<file path="config.mk">
export PLATFORM = sky130hd
export DESIGN_NAME = video_capture_crop_and_stop
export DESIGN_NICKNAME = d
export VERILOG_FILES = /design/src/logic/crop_pkg.sv /design/src/logic/video_capture_crop_and_stop.sv
export SDC_FILE = /design/constraint.sdc
export NUM_CORES = 1
export LEC_CHECK = 0
export ABC_CLOCK_PERIOD_IN_PS = 10620
export BUFFER_PORTS_ARGS = -buffer_cell sky130_fd_sc_hd__buf_2
export CAP_MARGIN = 30
export CORE_ASPECT_RATIO = 1.2
export CORE_UTILIZATION = 40
export CTS_BUF_LIST = sky130_fd_sc_hd__clkbuf_8
export DETAILED_ROUTE_END_ITERATION = 12
export PLACE_DENSITY = 0.59
export SYNTH_ARGS = -nofsm -noshare
export SYNTH_HDL_FRONTEND = slang
export SYNTH_SLANG_ARGS = --single-unit
</file>
<file path="constraint.sdc">
create_clock -name clk_sys_in -period 10.62 [get_ports clk_sys_in]
set_input_delay 0.531 -clock clk_sys_in [delete_from_list [all_inputs] [get_ports clk_sys_in]]
set_output_delay 0.531 -clock clk_sys_in [all_outputs]
set_load 0.1 [all_outputs]
</file>
<file path="src/logic/crop_pkg.sv">
package crop_pkg;

  // register byte addresses
  localparam logic [7:0] ANC_CROP_PIXELS_B_OFS = 8'hc8;
  localparam logic [7:0] ANC_CROP_LINES_B_OFS = 8'hcc;
  localparam logic [7:0] ACT_CROP_PIXELS_B_OFS = 8'hd0;
  localparam logic [7:0] ACT_CROP_LINES_B_OFS = 8'hd4;
  localparam logic [7:0] STOP_POLICY_A_OFS = 8'hd8;
  localparam logic [7:0] STOP_POLICY_B_OFS = 8'hdc;
  localparam logic [7:0] PORT_CTRL_OFS = 8'he0;
  localparam logic [7:0] FRAME_BUSY_OFS = 8'he4;
  localparam logic [7:0] PORT_STATUS_OFS = 8'he8;

  // writable bits of each register, reserved bits stay zero
  localparam logic [31:0] PIXELS_WMASK = 32'hf7ff87ff;
  localparam logic [31:0] LINES_WMASK = 32'h07ff07ff;
  localparam logic [31:0] STOP_WMASK = 32'hffffffff;
  localparam logic [31:0] CTRL_WMASK = 32'h00000001;
  localparam logic [31:0] REG_RESET = 32'h00000000;

  // field layout of the cropping registers
  localparam int CROP_ON_BIT = 15;
  localparam int SKIP_LSB = 0;
  localparam int SKIP_MSB = 10;
  localparam int KEEP_LSB = 16;
  localparam int KEEP_MSB = 26;
  localparam int TARGET_LSB = 28;
  localparam int TARGET_MSB = 31;
  localparam int PORT_EN_BIT = 0;

  // path select: ancillary vector in bits 15-0, active video in 31-16
  localparam logic ANC_PATH = 1'b0;
  localparam logic ACT_PATH = 1'b1;

  localparam int SRC_W = 4;
  localparam int CNT_W = 12;
  localparam int PIX_W = 24;
  localparam int FIFO_DEPTH = 16;

  typedef struct packed {
    logic anc;
    logic [SRC_W-1:0] src;
    logic sof;
    logic eof;
    logic sol;
    logic eol;
    logic [PIX_W-1:0] data;
  } beat_type;

  localparam int BEAT_W = $bits(beat_type);

endpackage : crop_pkg

</file>
<file path="src/logic/video_capture_crop_and_stop.sv">
// How it works
// [RULE1] crop enable bit 15 off passes data
// [RULE2] drop leading pixels given by bits 10-0
// [RULE3] then keep bits 26-16 pixels, drop rest
// [RULE4] software keeps skip plus keep below width
// [RULE5] ancillary: drop top lines from bits 10-0
// [RULE6] then keep bits 26-16 lines, drop rest
// [RULE7] software keeps line sums below region height
// [RULE8] active video top-line skip uses own register
// [RULE9] active cropper acts on target source 31-28
// [RULE10] disabled port finishes frames in progress
// [RULE11] stop vector bit per source, video high
// [RULE12] stop bit 0: finish frame then stop
// [RULE13] stop bit 1: stop source at once
// [RULE14] unfinished frame keeps port active forever
// [RULE15] ancillary cropper acts on target 31-28
// [RULE16] non-target sources pass through unmodified
//
// Local design decision: register access over Avalon-MM.
`timescale 1ns/1ps

module crop_fifo #(
  parameter int WIDTH = 8,
  parameter int DEPTH = 16
) (
  input wire logic clk_sys_in,
  input wire logic rst_b_in,
  input wire logic [WIDTH-1:0] in_data_in,
  input wire logic in_valid_in,
  output logic in_ready_out,
  output logic [WIDTH-1:0] out_data_out,
  output logic out_valid_out,
  input wire logic out_ready_in
);
  localparam int AW = $clog2(DEPTH);

  if (DEPTH < 2 || (1 << AW) != DEPTH)
  begin : g_depth_chk
    $error("fifo depth must be a power of two, at least 2");
  end

  logic [WIDTH-1:0] mem [DEPTH];
  logic [AW-1:0] wr_ptr_reg;
  logic [AW-1:0] rd_ptr_reg;
  logic [AW:0] count_reg;
  logic [AW:0] count_next;
  logic push;
  logic pop;

  assign push = in_valid_in & in_ready_out;
  assign pop = out_valid_out & out_ready_in;
  assign out_valid_out = (count_reg != '0);
  assign out_data_out = mem[rd_ptr_reg];
  assign count_next = count_reg + {{AW{1'b0}}, push} - {{AW{1'b0}}, pop};

  always_ff @(posedge clk_sys_in)
  begin
    if (push)
      mem[wr_ptr_reg] <= in_data_in;
  end

  always_ff @(posedge clk_sys_in or negedge rst_b_in)
  begin
    if (!rst_b_in)
    begin
      wr_ptr_reg <= '0;
      rd_ptr_reg <= '0;
      count_reg <= '0;
      in_ready_out <= 1'b0;
    end
    else
    begin
      wr_ptr_reg <= wr_ptr_reg + AW'(push);
      rd_ptr_reg <= rd_ptr_reg + AW'(pop);
      count_reg <= count_next;
      in_ready_out <= (count_next != (AW+1)'(DEPTH));
    end
  end
endmodule : crop_fifo

module video_capture_crop_and_stop
  import crop_pkg::*;
#(
  parameter int DEPTH = FIFO_DEPTH
) (
  input wire logic clk_sys_in,
  input wire logic rst_b_in,
  input wire logic [7:0] avs_address_in,
  input wire logic avs_read_in,
  input wire logic avs_write_in,
  input wire logic [31:0] avs_writedata_in,
  input wire logic [3:0] avs_byteenable_in,
  output logic [31:0] avs_readdata_out,
  output logic avs_waitrequest_out,
  input wire beat_type in_beat_in,
  input wire logic in_valid_in,
  output logic in_ready_out,
  output beat_type out_beat_out,
  output logic out_valid_out,
  input wire logic out_ready_in,
  output logic port_active_out
);

  if (DEPTH < 2)
  begin : g_depth_chk
    $error("buffer depth must be at least 2");
  end

  logic [31:0] anc_crop_pixels_b_reg;
  logic [31:0] anc_crop_lines_b_reg;
  logic [31:0] act_crop_pixels_b_reg;
  logic [31:0] act_crop_lines_b_reg;
  logic [31:0] stop_policy_a_reg;
  logic [31:0] stop_policy_b_reg;
  logic [31:0] port_ctrl_reg;
  logic [31:0] frame_busy_reg;
  logic [31:0] frame_busy_next;
  logic [31:0] be_mask;
  logic [31:0] rd_mux;
  logic bus_write;
  logic [CNT_W-1:0] pcnt_reg [2];
  logic [CNT_W-1:0] lcnt_reg [2];

  // register slave: one cycle of waitrequest, answer on the next edge
  assign bus_write = avs_write_in & ~avs_waitrequest_out;
  assign be_mask = {{8{avs_byteenable_in[3]}}, {8{avs_byteenable_in[2]}},
                    {8{avs_byteenable_in[1]}}, {8{avs_byteenable_in[0]}}};

  always_ff @(posedge clk_sys_in or negedge rst_b_in)
  begin
    if (!rst_b_in)
      avs_waitrequest_out <= 1'b1;
    else
      avs_waitrequest_out <= ~((avs_read_in | avs_write_in) &
                               avs_waitrequest_out);
  end

  function automatic logic [31:0] merge(input logic [31:0] old_val,
                                        input logic [31:0] wmask);
    merge = ((old_val & ~be_mask) | (avs_writedata_in & be_mask)) & wmask;
  endfunction : merge

  always_ff @(posedge clk_sys_in or negedge rst_b_in)
  begin
    if (!rst_b_in)
    begin
      anc_crop_pixels_b_reg <= REG_RESET;
      anc_crop_lines_b_reg <= REG_RESET;
      act_crop_pixels_b_reg <= REG_RESET;
      act_crop_lines_b_reg <= REG_RESET;
      stop_policy_a_reg <= REG_RESET;
      stop_policy_b_reg <= REG_RESET;
      port_ctrl_reg <= REG_RESET;
    end
    else if (bus_write)
    begin
      if (avs_address_in == ANC_CROP_PIXELS_B_OFS)
        anc_crop_pixels_b_reg <= merge(anc_crop_pixels_b_reg, PIXELS_WMASK);
      else if (avs_address_in == ANC_CROP_LINES_B_OFS)
        anc_crop_lines_b_reg <= merge(anc_crop_lines_b_reg, LINES_WMASK);
      else if (avs_address_in == ACT_CROP_PIXELS_B_OFS)
        act_crop_pixels_b_reg <= merge(act_crop_pixels_b_reg, PIXELS_WMASK);
      else if (avs_address_in == ACT_CROP_LINES_B_OFS)
        act_crop_lines_b_reg <= merge(act_crop_lines_b_reg, LINES_WMASK);
      else if (avs_address_in == STOP_POLICY_A_OFS)
        stop_policy_a_reg <= merge(stop_policy_a_reg, STOP_WMASK);
      else if (avs_address_in == STOP_POLICY_B_OFS)
        stop_policy_b_reg <= merge(stop_policy_b_reg, STOP_WMASK);
      else if (avs_address_in == PORT_CTRL_OFS)
        port_ctrl_reg <= merge(port_ctrl_reg, CTRL_WMASK);
    end
  end

  always_comb
  begin
    if (avs_address_in == ANC_CROP_PIXELS_B_OFS)
      rd_mux = anc_crop_pixels_b_reg;
    else if (avs_address_in == ANC_CROP_LINES_B_OFS)
      rd_mux = anc_crop_lines_b_reg;
    else if (avs_address_in == ACT_CROP_PIXELS_B_OFS)
      rd_mux = act_crop_pixels_b_reg;
    else if (avs_address_in == ACT_CROP_LINES_B_OFS)
      rd_mux = act_crop_lines_b_reg;
    else if (avs_address_in == STOP_POLICY_A_OFS)
      rd_mux = stop_policy_a_reg;
    else if (avs_address_in == STOP_POLICY_B_OFS)
      rd_mux = stop_policy_b_reg;
    else if (avs_address_in == PORT_CTRL_OFS)
      rd_mux = port_ctrl_reg;
    else if (avs_address_in == FRAME_BUSY_OFS)
      rd_mux = frame_busy_reg;
    else if (avs_address_in == PORT_STATUS_OFS)
      rd_mux = {31'h0, port_active_out};
    else
      rd_mux = 32'h0;
  end

  always_ff @(posedge clk_sys_in or negedge rst_b_in)
  begin
    if (!rst_b_in)
      avs_readdata_out <= 32'h0;
    else if (avs_read_in & avs_waitrequest_out)
      avs_readdata_out <= rd_mux;
  end

  // per-beat cropping and stop decision
  logic path;
  logic [31:0] pix_cfg;
  logic [31:0] line_cfg;
  logic port_en;
  logic is_target;
  logic src_match;
  logic [CNT_W-1:0] hskip;
  logic [CNT_W-1:0] hkeep_end;
  logic [CNT_W-1:0] vskip;
  logic [CNT_W-1:0] vkeep_end;
  logic [CNT_W-1:0] hidx;
  logic [CNT_W-1:0] lidx;
  logic h_in;
  logic v_in;
  logic crop_keep;
  logic stop_bit;
  logic busy_bit;
  logic flow_keep;
  logic take;
  logic push;
  logic fifo_ready;
  beat_type push_beat;

  assign path = in_beat_in.anc ? ANC_PATH : ACT_PATH;
  assign pix_cfg = (path == ACT_PATH) ? act_crop_pixels_b_reg
                                      : anc_crop_pixels_b_reg;
  assign line_cfg = (path == ACT_PATH) ? act_crop_lines_b_reg
                                       : anc_crop_lines_b_reg;
  assign port_en = port_ctrl_reg[PORT_EN_BIT];
  // one target source per path and port
  assign src_match = (in_beat_in.src ==
                      pix_cfg[TARGET_MSB:TARGET_LSB]); // see [RULE9] [RULE15]
  assign is_target = pix_cfg[CROP_ON_BIT] & src_match; // see [RULE1]
  assign hskip = CNT_W'(pix_cfg[SKIP_MSB:SKIP_LSB]);
  assign hkeep_end = hskip + CNT_W'(pix_cfg[KEEP_MSB:KEEP_LSB]);
  assign vskip = CNT_W'(line_cfg[SKIP_MSB:SKIP_LSB]);
  assign vkeep_end = vskip + CNT_W'(line_cfg[KEEP_MSB:KEEP_LSB]);
  assign hidx = in_beat_in.sol ? '0 : pcnt_reg[path];
  assign lidx = in_beat_in.sof ? '0 : lcnt_reg[path];
  assign h_in = (hidx >= hskip) && (hidx < hkeep_end); // see [RULE2] [RULE3]
  // top lines of whichever region the path carries
  assign v_in = (lidx >= vskip) &&
                (lidx < vkeep_end); // see [RULE5] [RULE6] [RULE8]
  assign crop_keep = ~is_target | (h_in & v_in); // see [RULE16]
  // bit n of each half stands for source n
  assign stop_bit = stop_policy_b_reg[{path, in_beat_in.src}]; // see [RULE11]
  assign busy_bit = frame_busy_reg[{path, in_beat_in.src}];
  // a disabled port only lets a started frame run on; no new frames
  assign flow_keep = port_en | (busy_bit & ~stop_bit &
                     ~in_beat_in.sof); // see [RULE10] [RULE12] [RULE13]
  assign take = in_valid_in & in_ready_out;
  assign push = take & flow_keep & crop_keep;
  assign in_ready_out = fifo_ready;

  // markers follow the cropped window
  always_comb
  begin
    push_beat = in_beat_in;
    if (is_target)
    begin
      push_beat.sol = (hidx == hskip);
      push_beat.eol = (hidx == hkeep_end - CNT_W'(1));
      push_beat.sof = push_beat.sol & (lidx == vskip);
      push_beat.eof = push_beat.eol & (lidx == vkeep_end - CNT_W'(1));
    end
  end

  // pixel and line position of the target source on each path
  always_ff @(posedge clk_sys_in or negedge rst_b_in)
  begin
    if (!rst_b_in)
    begin
      pcnt_reg[0] <= '0;
      pcnt_reg[1] <= '0;
      lcnt_reg[0] <= '0;
      lcnt_reg[1] <= '0;
    end
    else if (take & src_match)
    begin
      pcnt_reg[path] <= in_beat_in.eol ? '0 : hidx + CNT_W'(1);
      lcnt_reg[path] <= in_beat_in.eol ? lidx + CNT_W'(1) : lidx;
    end
  end

  // frame-in-progress per source, bit layout as the stop vector
  always_comb
  begin
    frame_busy_next = frame_busy_reg &
                      ~({32{~port_en}} & stop_policy_b_reg); // see [RULE13]
    if (take)
    begin
      if (in_beat_in.eof)
        frame_busy_next[{path, in_beat_in.src}] = 1'b0;
      else if (in_beat_in.sof & flow_keep)
        frame_busy_next[{path, in_beat_in.src}] = 1'b1;
    end
  end

  always_ff @(posedge clk_sys_in or negedge rst_b_in)
  begin
    if (!rst_b_in)
    begin
      frame_busy_reg <= 32'h0;
      port_active_out <= 1'b0;
    end
    else
    begin
      frame_busy_reg <= frame_busy_next;
      // a frame that never ends keeps the port up unless its source's stop bit is set
      port_active_out <= port_en | (|frame_busy_next); // see [RULE14]
    end
  end

  // buffer toward the memory mover, then a registered output stage
  logic [BEAT_W-1:0] fifo_data;
  logic fifo_valid;
  logic fifo_take;

  assign fifo_take = ~out_valid_out | out_ready_in;

  crop_fifo #(
    .WIDTH(BEAT_W),
    .DEPTH(DEPTH)
  ) u_fifo (
    .clk_sys_in(clk_sys_in),
    .rst_b_in(rst_b_in),
    .in_data_in(push_beat),
    .in_valid_in(push),
    .in_ready_out(fifo_ready),
    .out_data_out(fifo_data),
    .out_valid_out(fifo_valid),
    .out_ready_in(fifo_take)
  );

  always_ff @(posedge clk_sys_in or negedge rst_b_in)
  begin
    if (!rst_b_in)
    begin
      out_valid_out <= 1'b0;
      out_beat_out <= '0;
    end
    else if (fifo_take)
    begin
      out_valid_out <= fifo_valid;
      if (fifo_valid)
        out_beat_out <= beat_type'(fifo_data);
    end
  end
endmodule : video_capture_crop_and_stop

</file>
==> flow_summary.json <==
{
  "status": "finished, final reports clean",
  "p_comb_frac": 0.273,
  "ir_worst_vdd_v": 0.000217,
  "crit_type": "in -> reg",
  "slowest_stage": "nor4_2",
  "final_core_util": 0.460,
  "drt_iter0_drc": 1869,
  "drv_slew": 0,
  "hp-start": "avs_writedata_in[15]",
  "end_kind": "register",
  "initial_core_util": 0.405,
  "synth_flop_cell": "edfxtp_1",
  "cts.sinks": 853,
  "ant_nets": 0,
  "seq_area_frac_synth": 0.609,
  "antenna_found_initial": 4,
  "fp.dieW_um": 289,
  "crit_top_cell": "buf_4",
  "gr-usage-all-layers": 0.215,
  "grt_remaining_overflow": 0,
  "internal-power_mw": 5.94,
  "clock_skew_ps": 43.9,
  "nets": 3334,
  "vias_per_cell": 5.70,
  "grt_max_degree": 117,
  "worstRegToRegCells": 17,
  "die_h_um": 346,
  "cp.required_ps": 11020,
  "pwr-share-seq": 0.425,
  "fin_setup_tns_ps": 0,
  "syn-num-nets": 3117,
  "io_pins": 152,
  "synth.top_cell.area_share": 0.402,
  "slew_headroom": 0.284,
  "hpwl_um": 68800,
  "hold_violations": 0,
  "syn2layout_area_growth_pct": 13.4,
  "critPathArrivalTime_ps": 6980,
  "vias": 25935,
  "grt_setup_unrepaired": "no",
  "cts_setup_buffers": 0,
  "layout_min_cycle_time_ps": 6580,
  "max_cap_viol_count": 0,
  "wirelength_um": 107000,
  "synth-warning-count": 0,
  "synth_cell_types": 79,
  "io_buffers": 151,
  "first_pass_iters": 8,
  "max_freq_mhz": 152,
  "netlist_top_cells_count": "edfxtp_1 (528), dfrtp_1 (324), nand2_1 (223), mux2i_1 (215), mux2_2 (209)",
  "drive_gt1_frac": 0.223,
  "power_density_nw_per_um2": 203,
  "hold_class": "in -> reg",
  "power_leakage_nw": 18.1,
  "clk_path_buf_depth": 3,
  "clock-root-buffer": "clkbuf_8",
  "placed_area_um2": 41800,
  "switching_share": 0.347,
  "htree_levels": 4,
  "die-area_um2": 99800,
  "synth.area.top_cells": "edfxtp_1 (40%), dfrtp_1 (21%), mux2_2 (6.0%)",
  "power.share.clock": 0.302,
  "synth.most_common_cell": "edfxtp_1",
  "syn_area_um2": 39400,
  "cts_made_buffers": 142,
  "startpoint_type": "primary input",
  "design.core.area_um2": 97300,
  "path_cells": "buf_4 -> buf_4 -> mux2_2 -> ha_1 -> fa_1 -> a211oi_1 -> o21ai_0 -> a211oi_1 -> nor2b_1 -> or2_2 -> ha_1 -> nor2_1 -> a221o_1 -> a211o_1 -> a31oi_2 -> buf_6 -> nor4_2 -> buf_4",
  "avgRoutedWirePerCell_um": 23.5,
  "cts_hold_buf": 16,
  "worstHoldPathCells": 2,
  "ctsResizeCount": 0,
  "path_max_fanout": 46,
  "final_area_um2": 44700,
  "r2r-end": "u_fifo.mem[3][1]",
  "synth-seq-cells": 853,
  "rrSetupSlack_ps": 4450,
  "switchingPower_mw": 3.15,
  "clk_latency_ps": 800,
  "grt_pass1_vias": 26845,
  "worstMarginPinSlew_ps": 1070,
  "finalCritPeriodShare": 0.620,
  "ys_async_sr_fraction": 0.381,
  "synth_top_area_cell": "edfxtp_1",
  "clkTransAtPathRegs_ps": 50,
  "syn-mean-instance-area_um2": 13.3,
  "cts_tree": "yes",
  "synth_edf_count": 528,
  "fp-row-count": 125,
  "synthesis.instances": 2953,
  "post-route-drc-count": 0,
  "setup_viol": 0,
  "gp_congestion": 0.877,
  "grt_pass1_wl_um": 163000,
  "cpPeakStageDelay_ps": 850
}
how the worst max path moves through the flow:
stage	endpoint	startpoint	slack (ps)
detailed placement	u_fifo.mem[2][31]	in_beat_in[32]	3220
finish	u_fifo.mem[3][1]	in_beat_in[32]	4040
CTS	u_fifo.mem[2][22]	in_beat_in[32]	4050
global placement	u_fifo.in_ready_out	in_beat_in[32]	2950
floorplan	u_fifo.mem[10][0]	in_beat_in[32]	1330
global route	u_fifo.in_ready_out	in_beat_in[32]	3580
cell type report:
cell class	instances	area, um^2
repair buffers	230	1460
flip-flops and latches	853	24000
well taps	1270	1590
diodes	3	7.51
fillers	8740	52600
inverters	64	240
multi-input cells	1879	14700
clock inverters	90	489
clock buffers	160	2200
through the flow:
stage               hold WS, ps  worst slack (ps)  std cells  total power [mW]
global placement            458              2950       4272              6.37
finish                     74.8              4040       4549              9.09
floorplan                   235              1330       2953              5.73
global route               36.7              3580       4548              9.53
detailed placement          464              3220       4275              6.43
CTS                       0.134              4050       4541              9.20
cell usage in the layout, fill, tap and decap left out, types with 14 or more instances in the layout:
master / n
a21boi_0: 27
a21o_1: 16
a21oi_1: 146
a221o_1: 23
a222oi_1: 23
buf_2: 150
buf_4: 56
clkbuf_8: 160
dfrtp_1: 320
dlygate4sd3_1: 16
edfxtp_1: 528
ha_1: 78
inv_1: 120
mux2_2: 209
mux2i_1: 215
mux4_2: 68
nand2_1: 220
nand2b_1: 14
nand3_1: 28
nand4_1: 14
nor2_1: 193
nor3_1: 32
nor4_1: 25
nor4_2: 17
o21ai_0: 195
o221ai_1: 71
o22ai_1: 18
xnor2_1: 42
xor2_1: 28
critical path, delay by kind of cell:
| kind | cells | cell delay, ps |
|---|---|---|
| mux | 1 | 400 |
| simple gates | 4 | 1470 |
| fa+ha+maj | 3 | 1030 |
| buf+inv | 4 | 1900 |
| compound gates | 6 | 1570 |
cell families after synthesis:
group,share of synthesized area
xor gates and xnor gates,0.0171
AOI/OAI and AO/OA,0.101
muxes,0.153
buffers and inverters,0.0216
adders and majority gates,0.0263
and+or+nand+nor,0.0727
DFF,0.609
per-layer routing:
layer / track usage / vias up / share of wire
li1: - / 11730 / -
met1: 0.275 / 13188 / 0.42
met2: 0.361 / 804 / 0.50
met3: 0.0355 / 211 / 0.050
met4: 0.0843 / 2 / 0.034
met5: 0 / - / 0.00010
power by group through the flow:
| stage | clock, mW | sequential (mW) | combinational (mW) |
|---|---|---|---|
| 6_report | 2.74 | 3.87 | 2.49 |
| 5_1_grt | 2.95 | 3.88 | 2.70 |
| 2_1_floorplan | 0 | 4.29 | 1.45 |
| 4_1_cts | 2.81 | 3.87 | 2.52 |
| 3_3_place_gp | 0 | 3.92 | 2.45 |
| 3_5_place_dp | 0 | 3.93 | 2.50 |
(Power assumes the default switching activity.)
